--- src/hdl/cfgword_regs.svh ---
`ifndef CFGWORD_REGS_SVH
`define CFGWORD_REGS_SVH

// Register byte offsets on the AXI4-Lite bus
`define OFS_CONFIG_WORD      8'h00
`define OFS_PM_ADDR_LOW      8'h04
`define OFS_PM_ADDR_HIGH     8'h08
`define OFS_PM_DATA_LOW      8'h0c
`define OFS_PM_DATA_HIGH     8'h10
`define OFS_PM_CONTROL       8'h14
`define OFS_SOFT_ENABLES     8'h18
`define OFS_STATUS           8'h1c
`define OFS_ERASE_KEY        8'h20

// Configuration word fields
`define CFG_WIDTH            14
`define CFG_BLANK            14'h3fff
`define CFG_UNUSED_MASK      14'h3104
`define CFG_CLK_OUT_BIT      11
`define CFG_BROWN_HI         10
`define CFG_BROWN_LO         9
`define CFG_PROT_BIT         7
`define CFG_RSTPIN_BIT       6
`define CFG_PWRUP_BIT        5
`define CFG_WDOG_HI          4
`define CFG_WDOG_LO          3
`define CFG_OSC_HI           1
`define CFG_OSC_LO           0

// Program memory control bits
`define CTL_READ_BIT         0
`define CTL_SPACE_BIT        6
`define CTL_LOWV_BIT         7
`define ADDR_HIGH_WIDTH      7
`define ERASE_KEY_VALUE      32'h0000_e5a5

// Soft enable bits
`define SOFT_BROWN_BIT       0
`define SOFT_WDOG_BIT        1
`define SOFT_PULLUP_BIT      2

// AXI responses
`define RESP_OKAY            2'b00
`define RESP_SLVERR          2'b10

`endif

--- src/hdl/cfgword_pkg.sv ---
package cfgword_pkg;
    typedef enum logic [1:0] {
        MODE_OFF, MODE_SOFT, MODE_RUN_ONLY, MODE_ALWAYS
    } enable_mode_t;
    typedef enum logic [1:0] {
        OSC_INTERNAL, OSC_EXT_LOW, OSC_EXT_MEDIUM, OSC_EXT_HIGH
    } osc_source_t;
    typedef enum logic [1:0] {
        RD_IDLE, RD_DISCARD, RD_FETCH
    } read_state_t;
endpackage

--- src/hdl/config_decode.sv ---
`include "cfgword_regs.svh"

module config_decode
    import cfgword_pkg::*;
(
    // Clock and reset
    input  wire logic                    aclk,
    input  wire logic                    aresetn,
    // Raw fuse word and sleep/soft inputs
    input  wire logic [`CFG_WIDTH-1:0]   cfg_word,
    input  wire logic                    low_voltage_program,
    input  wire logic                    in_sleep,
    input  wire logic                    soft_brownout_enable,
    input  wire logic                    soft_watchdog_enable,
    input  wire logic                    reset_pin_pullup,
    // Decoded settings
    output logic                         clock_out_active,
    output logic                         brownout_active,
    output logic                         watchdog_active,
    output cfgword_pkg::enable_mode_t    brownout_reset_mode,
    output cfgword_pkg::enable_mode_t    watchdog_mode,
    output cfgword_pkg::osc_source_t     oscillator_select,
    output logic                         code_protect_on,
    output logic                         powerup_timer_on,
    output logic                         ext_reset_enabled,
    output logic                         pullup_on
);
    import cfgword_pkg::*;

    wire enable_mode_t brown_w = enable_mode_t'(cfg_word[`CFG_BROWN_HI:`CFG_BROWN_LO]);
    wire enable_mode_t wdog_w  = enable_mode_t'(cfg_word[`CFG_WDOG_HI:`CFG_WDOG_LO]);
    wire osc_source_t  osc_w = osc_source_t'(cfg_word[`CFG_OSC_HI:`CFG_OSC_LO]);
    wire rst_pin_w = low_voltage_program | cfg_word[`CFG_RSTPIN_BIT];

    function automatic logic mode_on(enable_mode_t m, logic sleep_i, logic soft_i);
        case (m)
            MODE_ALWAYS:   mode_on = 1'b1;
            MODE_RUN_ONLY: mode_on = ~sleep_i;
            MODE_SOFT:     mode_on = soft_i;
            default:       mode_on = 1'b0;
        endcase
    endfunction

    always_ff @(posedge aclk) begin
        if (!aresetn) begin
            clock_out_active    <= 1'b0;
            brownout_active     <= 1'b0;
            watchdog_active     <= 1'b0;
            brownout_reset_mode <= MODE_OFF;
            watchdog_mode       <= MODE_OFF;
            oscillator_select   <= OSC_INTERNAL;
            code_protect_on     <= 1'b0;
            powerup_timer_on    <= 1'b0;
            ext_reset_enabled   <= 1'b0;
            pullup_on           <= 1'b0;
        end else begin
            clock_out_active    <= ~cfg_word[`CFG_CLK_OUT_BIT];
            brownout_reset_mode <= brown_w;
            brownout_active     <= mode_on(brown_w, in_sleep, soft_brownout_enable);
            watchdog_mode       <= wdog_w;
            watchdog_active     <= mode_on(wdog_w, in_sleep, soft_watchdog_enable);
            oscillator_select   <= osc_w;
            code_protect_on     <= ~cfg_word[`CFG_PROT_BIT];
            powerup_timer_on    <= ~cfg_word[`CFG_PWRUP_BIT];
            ext_reset_enabled   <= rst_pin_w;
            pullup_on           <= rst_pin_w | reset_pin_pullup;
        end
    end
endmodule // config_decode

--- src/hdl/config_word_and_progmem_read.sv ---
// How it works
// Unused configuration bits always read one
// Clock-out fuse zero drives clock output
// Brown-out field selects always/run/soft/off
// Code-protect fuse zero enables protection
// Protection clears only by bulk erase
// Low-voltage programming ignores reset-pin fuse
// Reset-pin fuse picks reset or input
// Power-up timer fuse zero enables timer
// Brown-out and power-up timer decode independently
// Watchdog field selects always/run/soft/off
// Oscillator field selects external or internal
// Blank or erased word reads all ones
// Requester loads address, clears space, strobes
// Second cycle fetches; that slot discarded
// Fetched word lands in data pair next
// Data pair held until reread or write
// Requester places two no-ops after strobe
// Fields latched at reset, held stable
`include "cfgword_regs.svh"

module config_word_and_progmem_read
    import cfgword_pkg::*;
(
    // Clock and reset
    input  wire logic                    aclk,
    input  wire logic                    aresetn,
    // AXI4-Lite write address
    input  wire logic [7:0]              s_axi_awaddr,
    input  wire logic                    s_axi_awvalid,
    output logic                         s_axi_awready,
    // AXI4-Lite write data
    input  wire logic [31:0]             s_axi_wdata,
    input  wire logic [3:0]              s_axi_wstrb,
    input  wire logic                    s_axi_wvalid,
    output logic                         s_axi_wready,
    // AXI4-Lite write response
    output logic [1:0]                   s_axi_bresp,
    output logic                         s_axi_bvalid,
    input  wire logic                    s_axi_bready,
    // AXI4-Lite read address
    input  wire logic [7:0]              s_axi_araddr,
    input  wire logic                    s_axi_arvalid,
    output logic                         s_axi_arready,
    // AXI4-Lite read data
    output logic [31:0]                  s_axi_rdata,
    output logic [1:0]                   s_axi_rresp,
    output logic                         s_axi_rvalid,
    input  wire logic                    s_axi_rready,
    // Fuse array and program memory
    input  wire logic [`CFG_WIDTH-1:0]   fuse_word,
    output logic [14:0]                  progmem_addr,
    input  wire logic [13:0]             progmem_rdata,
    input  wire logic [13:0]             config_space_rdata,
    // Core side
    input  wire logic                    in_sleep,
    output logic                         core_discard,
    output logic                         read_busy,
    // Decoded settings
    output logic                         clock_out_active,
    output logic                         brownout_active,
    output logic                         watchdog_active,
    output cfgword_pkg::enable_mode_t    brownout_reset_mode,
    output cfgword_pkg::enable_mode_t    watchdog_mode,
    output cfgword_pkg::osc_source_t     oscillator_select,
    output logic                         code_protect_on,
    output logic                         powerup_timer_on,
    output logic                         ext_reset_enabled,
    output logic                         pullup_on
);
    import cfgword_pkg::*;

    ////////////////////////////////////////////////////////////////////////
    // Registers
    logic [`CFG_WIDTH-1:0]       cfg_r;
    logic                        cfg_loaded_r;
    logic                        protect_latch_r;
    logic [7:0]                  addr_low_r;
    logic [`ADDR_HIGH_WIDTH-1:0] addr_high_r;
    logic [7:0]                  data_low_r;
    logic [5:0]                  data_high_r;
    logic                        space_r;
    logic                        lowv_r;
    logic                        soft_brown_r;
    logic                        soft_wdog_r;
    logic                        soft_pull_r;
    read_state_t                 rd_state_r;
    logic [31:0]                 wdata_r;
    logic [3:0]                  wstrb_r;
    logic [7:0]                  waddr_r;
    logic                        aw_held_r;
    logic                        w_held_r;

    ////////////////////////////////////////////////////////////////////////
    // Write channel: address and data accepted in either order
    wire aw_take    = s_axi_awvalid & s_axi_awready;
    wire w_take     = s_axi_wvalid & s_axi_wready;
    wire aw_have    = aw_held_r | aw_take;
    wire w_have     = w_held_r | w_take;
    wire [7:0]  wa  = aw_held_r ? waddr_r : s_axi_awaddr;
    wire [31:0] wd  = w_held_r ? wdata_r : s_axi_wdata;
    // Strobes travel with the data beat they were offered with
    wire [3:0]  ws  = w_held_r ? wstrb_r : s_axi_wstrb;
    wire wr_fire    = aw_have & w_have & ~s_axi_bvalid;
    wire wr_low     = wr_fire & ws[0];
    wire wr_alow    = wr_low & (wa == `OFS_PM_ADDR_LOW);
    wire wr_ahigh   = wr_low & (wa == `OFS_PM_ADDR_HIGH);
    wire wr_dlow    = wr_low & (wa == `OFS_PM_DATA_LOW);
    wire wr_dhigh   = wr_low & (wa == `OFS_PM_DATA_HIGH);
    wire wr_ctl     = wr_low & (wa == `OFS_PM_CONTROL);
    wire wr_soft    = wr_low & (wa == `OFS_SOFT_ENABLES);
    wire wr_erase   = wr_fire & (wa == `OFS_ERASE_KEY) & (&ws)
                      & (wd == `ERASE_KEY_VALUE);
    wire wa_mapped  = (wa == `OFS_CONFIG_WORD) | (wa == `OFS_PM_ADDR_LOW)
                    | (wa == `OFS_PM_ADDR_HIGH) | (wa == `OFS_PM_DATA_LOW)
                    | (wa == `OFS_PM_DATA_HIGH) | (wa == `OFS_PM_CONTROL)
                    | (wa == `OFS_SOFT_ENABLES) | (wa == `OFS_STATUS)
                    | (wa == `OFS_ERASE_KEY);

    ////////////////////////////////////////////////////////////////////////
    // Read strobe sequencing
    wire rd_start   = wr_ctl & wd[`CTL_READ_BIT] & (rd_state_r == RD_IDLE);
    wire fetch_now  = (rd_state_r == RD_FETCH);
    wire [13:0] fetched = space_r ? config_space_rdata : progmem_rdata;
    wire [6:0]  ctl_view = {space_r, 5'h00, (rd_state_r != RD_IDLE)};

    read_state_t rd_state_nxt;
    always_comb begin
        case (rd_state_r)
            RD_IDLE:    rd_state_nxt = rd_start ? RD_DISCARD : RD_IDLE;
            RD_DISCARD: rd_state_nxt = RD_FETCH;
            RD_FETCH:   rd_state_nxt = RD_IDLE;
            default:    rd_state_nxt = RD_IDLE;
        endcase
    end

    ////////////////////////////////////////////////////////////////////////
    // Configuration word readback with unused positions forced high
    wire [`CFG_WIDTH-1:0] cfg_view = cfg_r | `CFG_UNUSED_MASK;

    ////////////////////////////////////////////////////////////////////////
    // Read channel decode
    logic [31:0] rd_mux;
    logic        rd_ok;
    always_comb begin
        rd_ok = 1'b1;
        case (s_axi_araddr)
            `OFS_CONFIG_WORD:  rd_mux = {18'h0, cfg_view};
            `OFS_PM_ADDR_LOW:  rd_mux = {24'h0, addr_low_r};
            `OFS_PM_ADDR_HIGH: rd_mux = {25'h0, addr_high_r};
            `OFS_PM_DATA_LOW:  rd_mux = {24'h0, data_low_r};
            `OFS_PM_DATA_HIGH: rd_mux = {26'h0, data_high_r};
            `OFS_PM_CONTROL:   rd_mux = {24'h0, lowv_r, ctl_view};
            `OFS_SOFT_ENABLES: rd_mux = {29'h0, soft_pull_r, soft_wdog_r, soft_brown_r};
            `OFS_STATUS:       rd_mux = {29'h0, cfg_loaded_r, protect_latch_r, read_busy};
            `OFS_ERASE_KEY:    rd_mux = 32'h0;
            default: begin
                rd_mux = 32'h0;
                rd_ok  = 1'b0;
            end
        endcase
    end
    wire ar_take = s_axi_arvalid & s_axi_arready;

    ////////////////////////////////////////////////////////////////////////
    // Bus handshake registers
    always_ff @(posedge aclk) begin
        if (!aresetn) begin
            s_axi_awready <= 1'b0;
            s_axi_wready  <= 1'b0;
            s_axi_bvalid  <= 1'b0;
            s_axi_bresp   <= `RESP_OKAY;
            aw_held_r     <= 1'b0;
            w_held_r      <= 1'b0;
            waddr_r       <= 8'h00;
            wdata_r       <= 32'h0;
            wstrb_r       <= 4'h0;
        end else begin
            s_axi_awready <= ~aw_have & ~s_axi_bvalid;
            s_axi_wready  <= ~w_have & ~s_axi_bvalid;
            if (aw_take)
                waddr_r <= s_axi_awaddr;
            if (w_take) begin
                wdata_r <= s_axi_wdata;
                wstrb_r <= s_axi_wstrb;
            end
            aw_held_r <= aw_have & ~wr_fire;
            w_held_r  <= w_have & ~wr_fire;
            if (wr_fire) begin
                s_axi_awready <= 1'b0;
                s_axi_wready  <= 1'b0;
                s_axi_bvalid  <= 1'b1;
                s_axi_bresp   <= wa_mapped ? `RESP_OKAY : `RESP_SLVERR;
            end else if (s_axi_bvalid & s_axi_bready) begin
                s_axi_bvalid  <= 1'b0;
            end
        end
    end

    always_ff @(posedge aclk) begin
        if (!aresetn) begin
            s_axi_arready <= 1'b0;
            s_axi_rvalid  <= 1'b0;
            s_axi_rdata   <= 32'h0;
            s_axi_rresp   <= `RESP_OKAY;
        end else begin
            s_axi_arready <= ~s_axi_rvalid & ~ar_take;
            if (ar_take) begin
                s_axi_rvalid <= 1'b1;
                s_axi_rdata  <= rd_mux;
                s_axi_rresp  <= rd_ok ? `RESP_OKAY : `RESP_SLVERR;
            end else if (s_axi_rvalid & s_axi_rready) begin
                s_axi_rvalid <= 1'b0;
            end
        end
    end

    ////////////////////////////////////////////////////////////////////////
    // Fuse capture and code protection
    always_ff @(posedge aclk) begin
        if (!aresetn) begin
            cfg_r           <= `CFG_BLANK;
            cfg_loaded_r    <= 1'b0;
            protect_latch_r <= 1'b0;
        end else begin
            if (wr_erase) begin
                cfg_r           <= `CFG_BLANK;
                protect_latch_r <= 1'b0;
            end else begin
                if (!cfg_loaded_r)
                    cfg_r <= fuse_word;
                if (!cfg_r[`CFG_PROT_BIT] && cfg_loaded_r)
                    protect_latch_r <= 1'b1;
            end
            cfg_loaded_r <= 1'b1;
        end
    end

    ////////////////////////////////////////////////////////////////////////
    // Address, control and data registers
    always_ff @(posedge aclk) begin
        if (!aresetn) begin
            addr_low_r  <= 8'h00;
            addr_high_r <= '0;
            space_r      <= 1'b0;
            lowv_r       <= 1'b1;
            soft_brown_r <= 1'b0;
            soft_wdog_r  <= 1'b0;
            soft_pull_r <= 1'b0;
            rd_state_r  <= RD_IDLE;
        end else begin
            if (wr_alow)
                addr_low_r <= wd[7:0];
            if (wr_ahigh)
                addr_high_r <= wd[`ADDR_HIGH_WIDTH-1:0];
            if (wr_ctl) begin
                space_r <= wd[`CTL_SPACE_BIT];
                lowv_r  <= wd[`CTL_LOWV_BIT];
            end
            if (wr_soft) begin
                soft_brown_r <= wd[`SOFT_BROWN_BIT];
                soft_wdog_r  <= wd[`SOFT_WDOG_BIT];
                soft_pull_r <= wd[`SOFT_PULLUP_BIT];
            end
            rd_state_r <= rd_state_nxt;
        end
    end

    always_ff @(posedge aclk) begin
        if (!aresetn) begin
            data_low_r  <= 8'h00;
            data_high_r <= 6'h00;
        end else if (fetch_now) begin
            data_low_r  <= fetched[7:0];
            data_high_r <= fetched[13:8];
        end else begin
            if (wr_dlow)
                data_low_r <= wd[7:0];
            if (wr_dhigh)
                data_high_r <= wd[5:0];
        end
    end

    always_ff @(posedge aclk) begin
        if (!aresetn) begin
            progmem_addr <= 15'h0000;
            core_discard <= 1'b0;
            read_busy    <= 1'b0;
        end else begin
            progmem_addr <= {addr_high_r, addr_low_r};
            core_discard <= (rd_state_nxt == RD_FETCH);
            read_busy    <= (rd_state_nxt != RD_IDLE);
        end
    end

    ////////////////////////////////////////////////////////////////////////
    // Fuse decode
    config_decode u_decode (
        .aclk                 (aclk),
        .aresetn              (aresetn),
        .cfg_word             (cfg_r),
        .low_voltage_program  (lowv_r),
        .in_sleep             (in_sleep),
        .soft_brownout_enable (soft_brown_r),
        .soft_watchdog_enable (soft_wdog_r),
        .reset_pin_pullup     (soft_pull_r),
        .clock_out_active     (clock_out_active),
        .brownout_active      (brownout_active),
        .watchdog_active      (watchdog_active),
        .brownout_reset_mode  (brownout_reset_mode),
        .watchdog_mode        (watchdog_mode),
        .oscillator_select    (oscillator_select),
        .code_protect_on      (code_protect_on),
        .powerup_timer_on     (powerup_timer_on),
        .ext_reset_enabled    (ext_reset_enabled),
        .pullup_on            (pullup_on)
    );

    ////////////////////////////////////////////////////////////////////////
    // Checks
    unused_ones_a: assert property (@(posedge aclk) disable iff (!aresetn)
        ar_take && s_axi_araddr == `OFS_CONFIG_WORD |=>
            (s_axi_rdata[`CFG_WIDTH-1:0] & `CFG_UNUSED_MASK) == `CFG_UNUSED_MASK)
        else $error("unused config bits not one");
    clk_out_a: assert property (@(posedge aclk) disable iff (!aresetn)
        cfg_loaded_r && $stable(cfg_r) |=> clock_out_active == ~$past(cfg_r[`CFG_CLK_OUT_BIT]))
        else $error("clock out decode wrong");
    brown_always_a: assert property (@(posedge aclk) disable iff (!aresetn)
        cfg_r[`CFG_BROWN_HI:`CFG_BROWN_LO] == 2'b11 |=> brownout_active)
        else $error("brown-out not always on");
    protect_decode_a: assert property (@(posedge aclk) disable iff (!aresetn)
        !cfg_r[`CFG_PROT_BIT] |=> code_protect_on)
        else $error("protection not decoded");
    protect_sticky_a: assert property (@(posedge aclk) disable iff (!aresetn)
        protect_latch_r && !wr_erase |=> protect_latch_r)
        else $error("protection dropped without erase");
    lowv_ignore_a: assert property (@(posedge aclk) disable iff (!aresetn)
        lowv_r |=> ext_reset_enabled)
        else $error("reset pin fuse not ignored");
    pwrup_decode_a: assert property (@(posedge aclk) disable iff (!aresetn)
        cfg_r[`CFG_PWRUP_BIT] |=> !powerup_timer_on)
        else $error("power-up timer decode wrong");
    wdog_off_a: assert property (@(posedge aclk) disable iff (!aresetn)
        cfg_r[`CFG_WDOG_HI:`CFG_WDOG_LO] == 2'b00 |=> !watchdog_active)
        else $error("watchdog not off");
    fetch_timing_a: assert property (@(posedge aclk) disable iff (!aresetn)
        rd_start |=> read_busy && !core_discard ##1 core_discard && fetch_now ##1 !read_busy)
        else $error("fetch slot timing wrong");
    data_land_a: assert property (@(posedge aclk) disable iff (!aresetn)
        fetch_now |=> data_low_r == $past(fetched[7:0]))
        else $error("fetched word missing");
    data_hold_a: assert property (@(posedge aclk) disable iff (!aresetn)
        !fetch_now && !wr_dlow |=> $stable(data_low_r))
        else $error("data register changed");
    cfg_stable_a: assert property (@(posedge aclk) disable iff (!aresetn)
        cfg_loaded_r && !wr_erase |=> $stable(cfg_r))
        else $error("config word changed while running");

    read_seen_c: cover property (@(posedge aclk) disable iff (!aresetn) rd_start ##2 fetch_now);
    erase_seen_c: cover property (@(posedge aclk) disable iff (!aresetn) wr_erase);
    slverr_seen_c: cover property (@(posedge aclk) disable iff (!aresetn)
        s_axi_rvalid && s_axi_rresp == `RESP_SLVERR);
endmodule // config_word_and_progmem_read

--- config.mk ---
export PLATFORM = sky130hd
export DESIGN_NAME = config_word_and_progmem_read
export DESIGN_NICKNAME = d
export VERILOG_FILES = /design/src/hdl/cfgword_pkg.sv /design/src/hdl/config_decode.sv /design/src/hdl/config_word_and_progmem_read.sv
export VERILOG_INCLUDE_DIRS = /design/src /design/src/hdl
export SDC_FILE = /design/constraint.sdc
export NUM_CORES = 1
export LEC_CHECK = 0
export BUFFER_PORTS_ARGS = -buffer_cell sky130_fd_sc_hd__buf_4
export CORE_ASPECT_RATIO = 1.75
export CORE_MARGIN = 2
export CORE_UTILIZATION = 26
export CTS_CLUSTER_DIAMETER = 120
export CTS_CLUSTER_SIZE = 10
export DETAILED_ROUTE_END_ITERATION = 8
export PLACE_DENSITY = 0.55
export SETUP_SLACK_MARGIN = 0.3
export SYNTH_ARGS = -nofsm -noshare
export SYNTH_HDL_FRONTEND = slang
export SYNTH_SLANG_ARGS = --single-unit
--- constraint.sdc ---
create_clock -name aclk -period 3.61 [get_ports aclk]
set_input_delay 0.5415 -clock aclk [delete_from_list [all_inputs] [get_ports aclk]]
set_output_delay 0.5415 -clock aclk [all_outputs]
set_load 0.01 [all_outputs]
==> results_tabular.tex <==
\begin{tabular}{lr}
\hline
Metric & Value \\
\hline
\multicolumn{2}{l}{\textbf{Run status}} \\
\quad Result of the run & completed \\
\multicolumn{2}{l}{\textbf{Power}} \\
\quad Leak & 0.00315 µW \\
\quad Switching power total & 950 µW \\
\quad Internal power contribution & approximately 2800 µW \\
\quad Share of power burned in combinational logic & 0.101 \\
\quad Total power after layout & between 3000 and 4000 µW \\
\quad Total power divided by cell area & 470 mW/mm² \\
\quad Worst vdd ir & $\sim$0.27 mV \\
\quad Net switching share of the total power & 0.254 \\
\quad Clock network fraction of design power & 0.452 \\
\quad Sequential share of power & 0.448 \\
\multicolumn{2}{l}{\textbf{Clock network}} \\
\quad TritonCTS clock tree & done \\
\quad Number of gates resized after cts & 0 \\
\quad Clock edge transition at the registers on the reported setup and hold paths & approximately 0.06 ns \\
\quad Max H-tree Level & 4 \\
\quad Clock latency reported for the late side of the worst-skew pair & between 0.4 and 0.5 ns \\
\quad TritonCTS sink count & 143 \\
\quad Clock tree buffer depth & 2 \\
\quad CTS hold repair buffers & 0 \\
\quad Number of buffers added by the clock tree synthesis step & 17 \\
\quad Clock root buffer master & clkbuf\_16 \\
\quad Count of buffers added by post-CTS timing repair for setup & 0 \\
\multicolumn{2}{l}{\textbf{Layout}} \\
\quad Ratio of cells with drive above 1 in the final layout & 0.260 \\
\quad Register cell area after layout & 0.00286 mm² \\
\quad Number of nets in the layout & $\sim$930 \\
\quad Layout overhead on the synthesized area & 29.9\% \\
\quad Final core utilization & 0.343 \\
\quad Total non-filler cell area in the finished layout & 0.00797 mm² \\
\quad Fill cells & 2417 \\
\quad Combined area of the multi-input logic cells & slightly below 0.003 mm² \\
\quad Number of standard cells in the final layout excluding fillers & around 1100 \\
\quad Number of antenna diodes & 0 \\
\multicolumn{2}{l}{\textbf{Synth}} \\
\quad Number of synthesized flops with an enable pin & 0 \\
\quad Number of register bits inferred by synthesis & 143 \\
\quad Synth Warn \# & 0 \\
\quad Synthesized area per cell & 8.82 µm² \\
\quad Async SR Flop Fraction & 0 \\
\quad Total standard cell area after synthesis & 0.00613 mm² \\
\quad Count of unique library cells instantiated by Yosys & 60 \\
\quad Cell count after synthesis & 695 \\
\quad Most used flip-flop cell after synthesis & dfxtp\_1 \\
\quad Sequential-to-total area share from yosys stat & 0.467 \\
\multicolumn{2}{l}{\textbf{Die}} \\
\quad Die span in y & 207 µm \\
\quad X dimension of the die & 120 µm \\
\quad Total Die Area & 0.0249 mm² \\
\quad Core outline area & 0.0232 mm² \\
\quad I/O pin count & 173 \\
\quad Initial cell density of the core & 0.264 \\
\quad Count of standard-cell rows & 74 \\
\multicolumn{2}{l}{\textbf{Detailed routing}} \\
\quad Wirelength, routed & about 19000 µm \\
\quad Total DRC errors in the routed layout & 0 \\
\quad Initial drt markers & roughly 210 \\
\quad Routed wire per std cell & 16.6 µm \\
\quad DR vias/cell & 4.75 \\
\quad Detailed-route via count & approximately 5400 \\
\quad Antenna Nets Post-Route & 0 \\
\quad Number of iterations in the first detailed-routing pass & 5 \\
\multicolumn{2}{l}{\textbf{Placed design}} \\
\quad Routability Congestion & just over 0.8 \\
\quad Port Buf Inserts & 148 \\
\quad Total cell area at the placement stage & 0.00740 mm² \\
\quad Hpwl dp & 14700 µm \\
\quad Count of placed standard cells including taps & 1108 \\
\multicolumn{2}{l}{\textbf{Timing}} \\
\quad Remaining max-slew budget at the tightest pin & 0.286 \\
\quad Setup repair after global routing missed its margin & no \\
\quad Final setup violation count & 0 \\
\quad Final hold viol count & 0 \\
\quad Worst Max-Slew Pin Slew & 1.06 ns \\
\quad Max frequency & approximately 0.39 GHz \\
\quad Slew Viols, Final & 0 \\
\quad Post-route setup TNS & 0 ns \\
\quad Final critical path time including I/O delays and setup & 2.57 ns \\
\quad Worst clock skew & roughly 0.015 ns \\
\quad Final worst path period share & 0.712 \\
\multicolumn{2}{l}{\textbf{Hold path}} \\
\quad Hold WC Path Type & input port to register \\
\quad Hold path start & fuse\_word[0] \\
\multicolumn{2}{l}{\textbf{Worst setup path}} \\
\quad Worst r2r src & aw\_held\_r \\
\quad Type of element capturing the critical path & register \\
\quad Data required time at the worst endpoint & 3.95 ns \\
\quad Biggest fanout along the worst timing path & 14 \\
\quad CP startpoint kind & register \\
\quad Critical Setup Path Class & register to register \\
\quad Arrival time of data at the critical path endpoint & approximately 2.9 ns \\
\quad Worst setup path startpoint & aw\_held\_r \\
\multicolumn{2}{l}{\textbf{Global routing}} \\
\quad Number of global-route vias before repair & 5312 \\
\quad Initial antenna violation count & 0 \\
\quad Maximum number of pins on one net before global-route repair & between 50 and 60 \\
\quad Global-route wire length before repair & 29200 µm \\
\quad Global-route usage over all layers & 0.153 \\
\quad Overflow left after global routing & 0 \\
\multicolumn{2}{l}{\textbf{Flow run}} \\
\quad Count of max-cap constraint violations & 0 \\
\hline
\end{tabular}
## worst paths after layout
| kind | to | slack (ns) | cells after the start |
|---|---|---|---|
| max | data_high_r[5] | 1.04 | 5 |
| min | cfg_r[0] | 0.34 | 3 |
| max reg2reg | data_high_r[5] | 1.04 | 5 |
| min reg2reg | u_decode.clock_out_active | 0.44 | 1 |
## cells by family after synthesis
family,share of synthesized area
muxes,0.0845
DFF,0.467
buffers and inverters,0.0592
AOI/OAI and AO/OA,0.150
other,0.000612
and+or+nand+nor,0.239
## flip-flops by register name, indices dropped and copies added (netlist names), 7 cells and up
register / cells
cfg_r: 10
wdata_r: 32
data_low_r: 8
s_axi_rdata: 12
waddr_r: 8
addr_high_r: 7
progmem_addr: 15
addr_low_r: 8
## power groups by stage
stage / registers [µW] / logic (µW) / clock network (µW)
4_1_cts: 1680 / 380 / 1730
3_5_place_dp: 1710 / 379 / 0
5_1_grt: 1680 / 411 / 1790
2_1_floorplan: 1700 / 214 / 0
3_3_place_gp: 1710 / 376 / 0
6_report: 1680 / 376 / 1690
## final cells by class
class | instances | area share
Clock inverter | 12 | 0.0141
Inverter | 3 | 0.00141
Multi-Input combinational cell | 503 | 0.374
Sequential cell | 143 | 0.359
Timing Repair Buffer | 155 | 0.146
Tap cell | 304 | 0.0478
Clock buffer | 20 | 0.0573
## placed cells by master (no fill, tap or decap), drive strengths merged, types with 7 or more instances in the layout
cell type	synthesis	final
a21oi	64	64
nand3	14	14
nor4	8	8
dfxtp	143	143
buf	34	155
o21ai	18	18
a211oi	11	11
and2	24	24
nor2b	9	9
conb	1	20
nand2b	9	9
nor2	28	28
nand4	16	16
nand2	147	147
mux2i	27	27
nor3	11	11
o311ai	7	7
clkbuf	31	20
clkinv	0	8
mux2	18	18
## layer usage
layer  track usage  wire (µm)  vias up
met5             0          0        -
met4        0.0868        816        0
met3        0.0358       1020       40
met2         0.283      10400      168
met1         0.153       6790     2519
li1              -          -     2688
## per-stage QoR
| stage | setup slack, ns | hold WS (ns) |
|---|---|---|
| global placement | 0.972 | 0.438 |
| finish | 1.04 | 0.337 |
| CTS | 1.06 | 0.321 |
| detailed placement | 0.932 | 0.434 |
| global route | 0.788 | 0.326 |
| floorplan | 1.45 | 0.413 |
## cell usage after synthesis (all sizes together) (7+ instances only)
cell    number  area share
buf         34       0.038
a21oi       64       0.053
a211oi      11       0.013
nor2        28       0.017
mux2i       27       0.044
nand2      147       0.090
nor2b        9      0.0092
nor3        11      0.0090
nand2b       9      0.0092
o21ai       18       0.015
nor4         8      0.0082
dfxtp      143        0.47
nand3       14       0.011
and2        24       0.024
nand4       16       0.017
o311ai       7       0.013
clkbuf      31       0.019
mux2        18       0.033
## worst max-delay path, stage by stage, from the launching register on
cell and delay, ns:
dfxtp_1 0.63, or3b_1 0.42, o22ai_1 0.33, a41oi_1 0.53, a211o_1 0.45, a21oi_1 0.14
(Power assumes the default switching activity.)
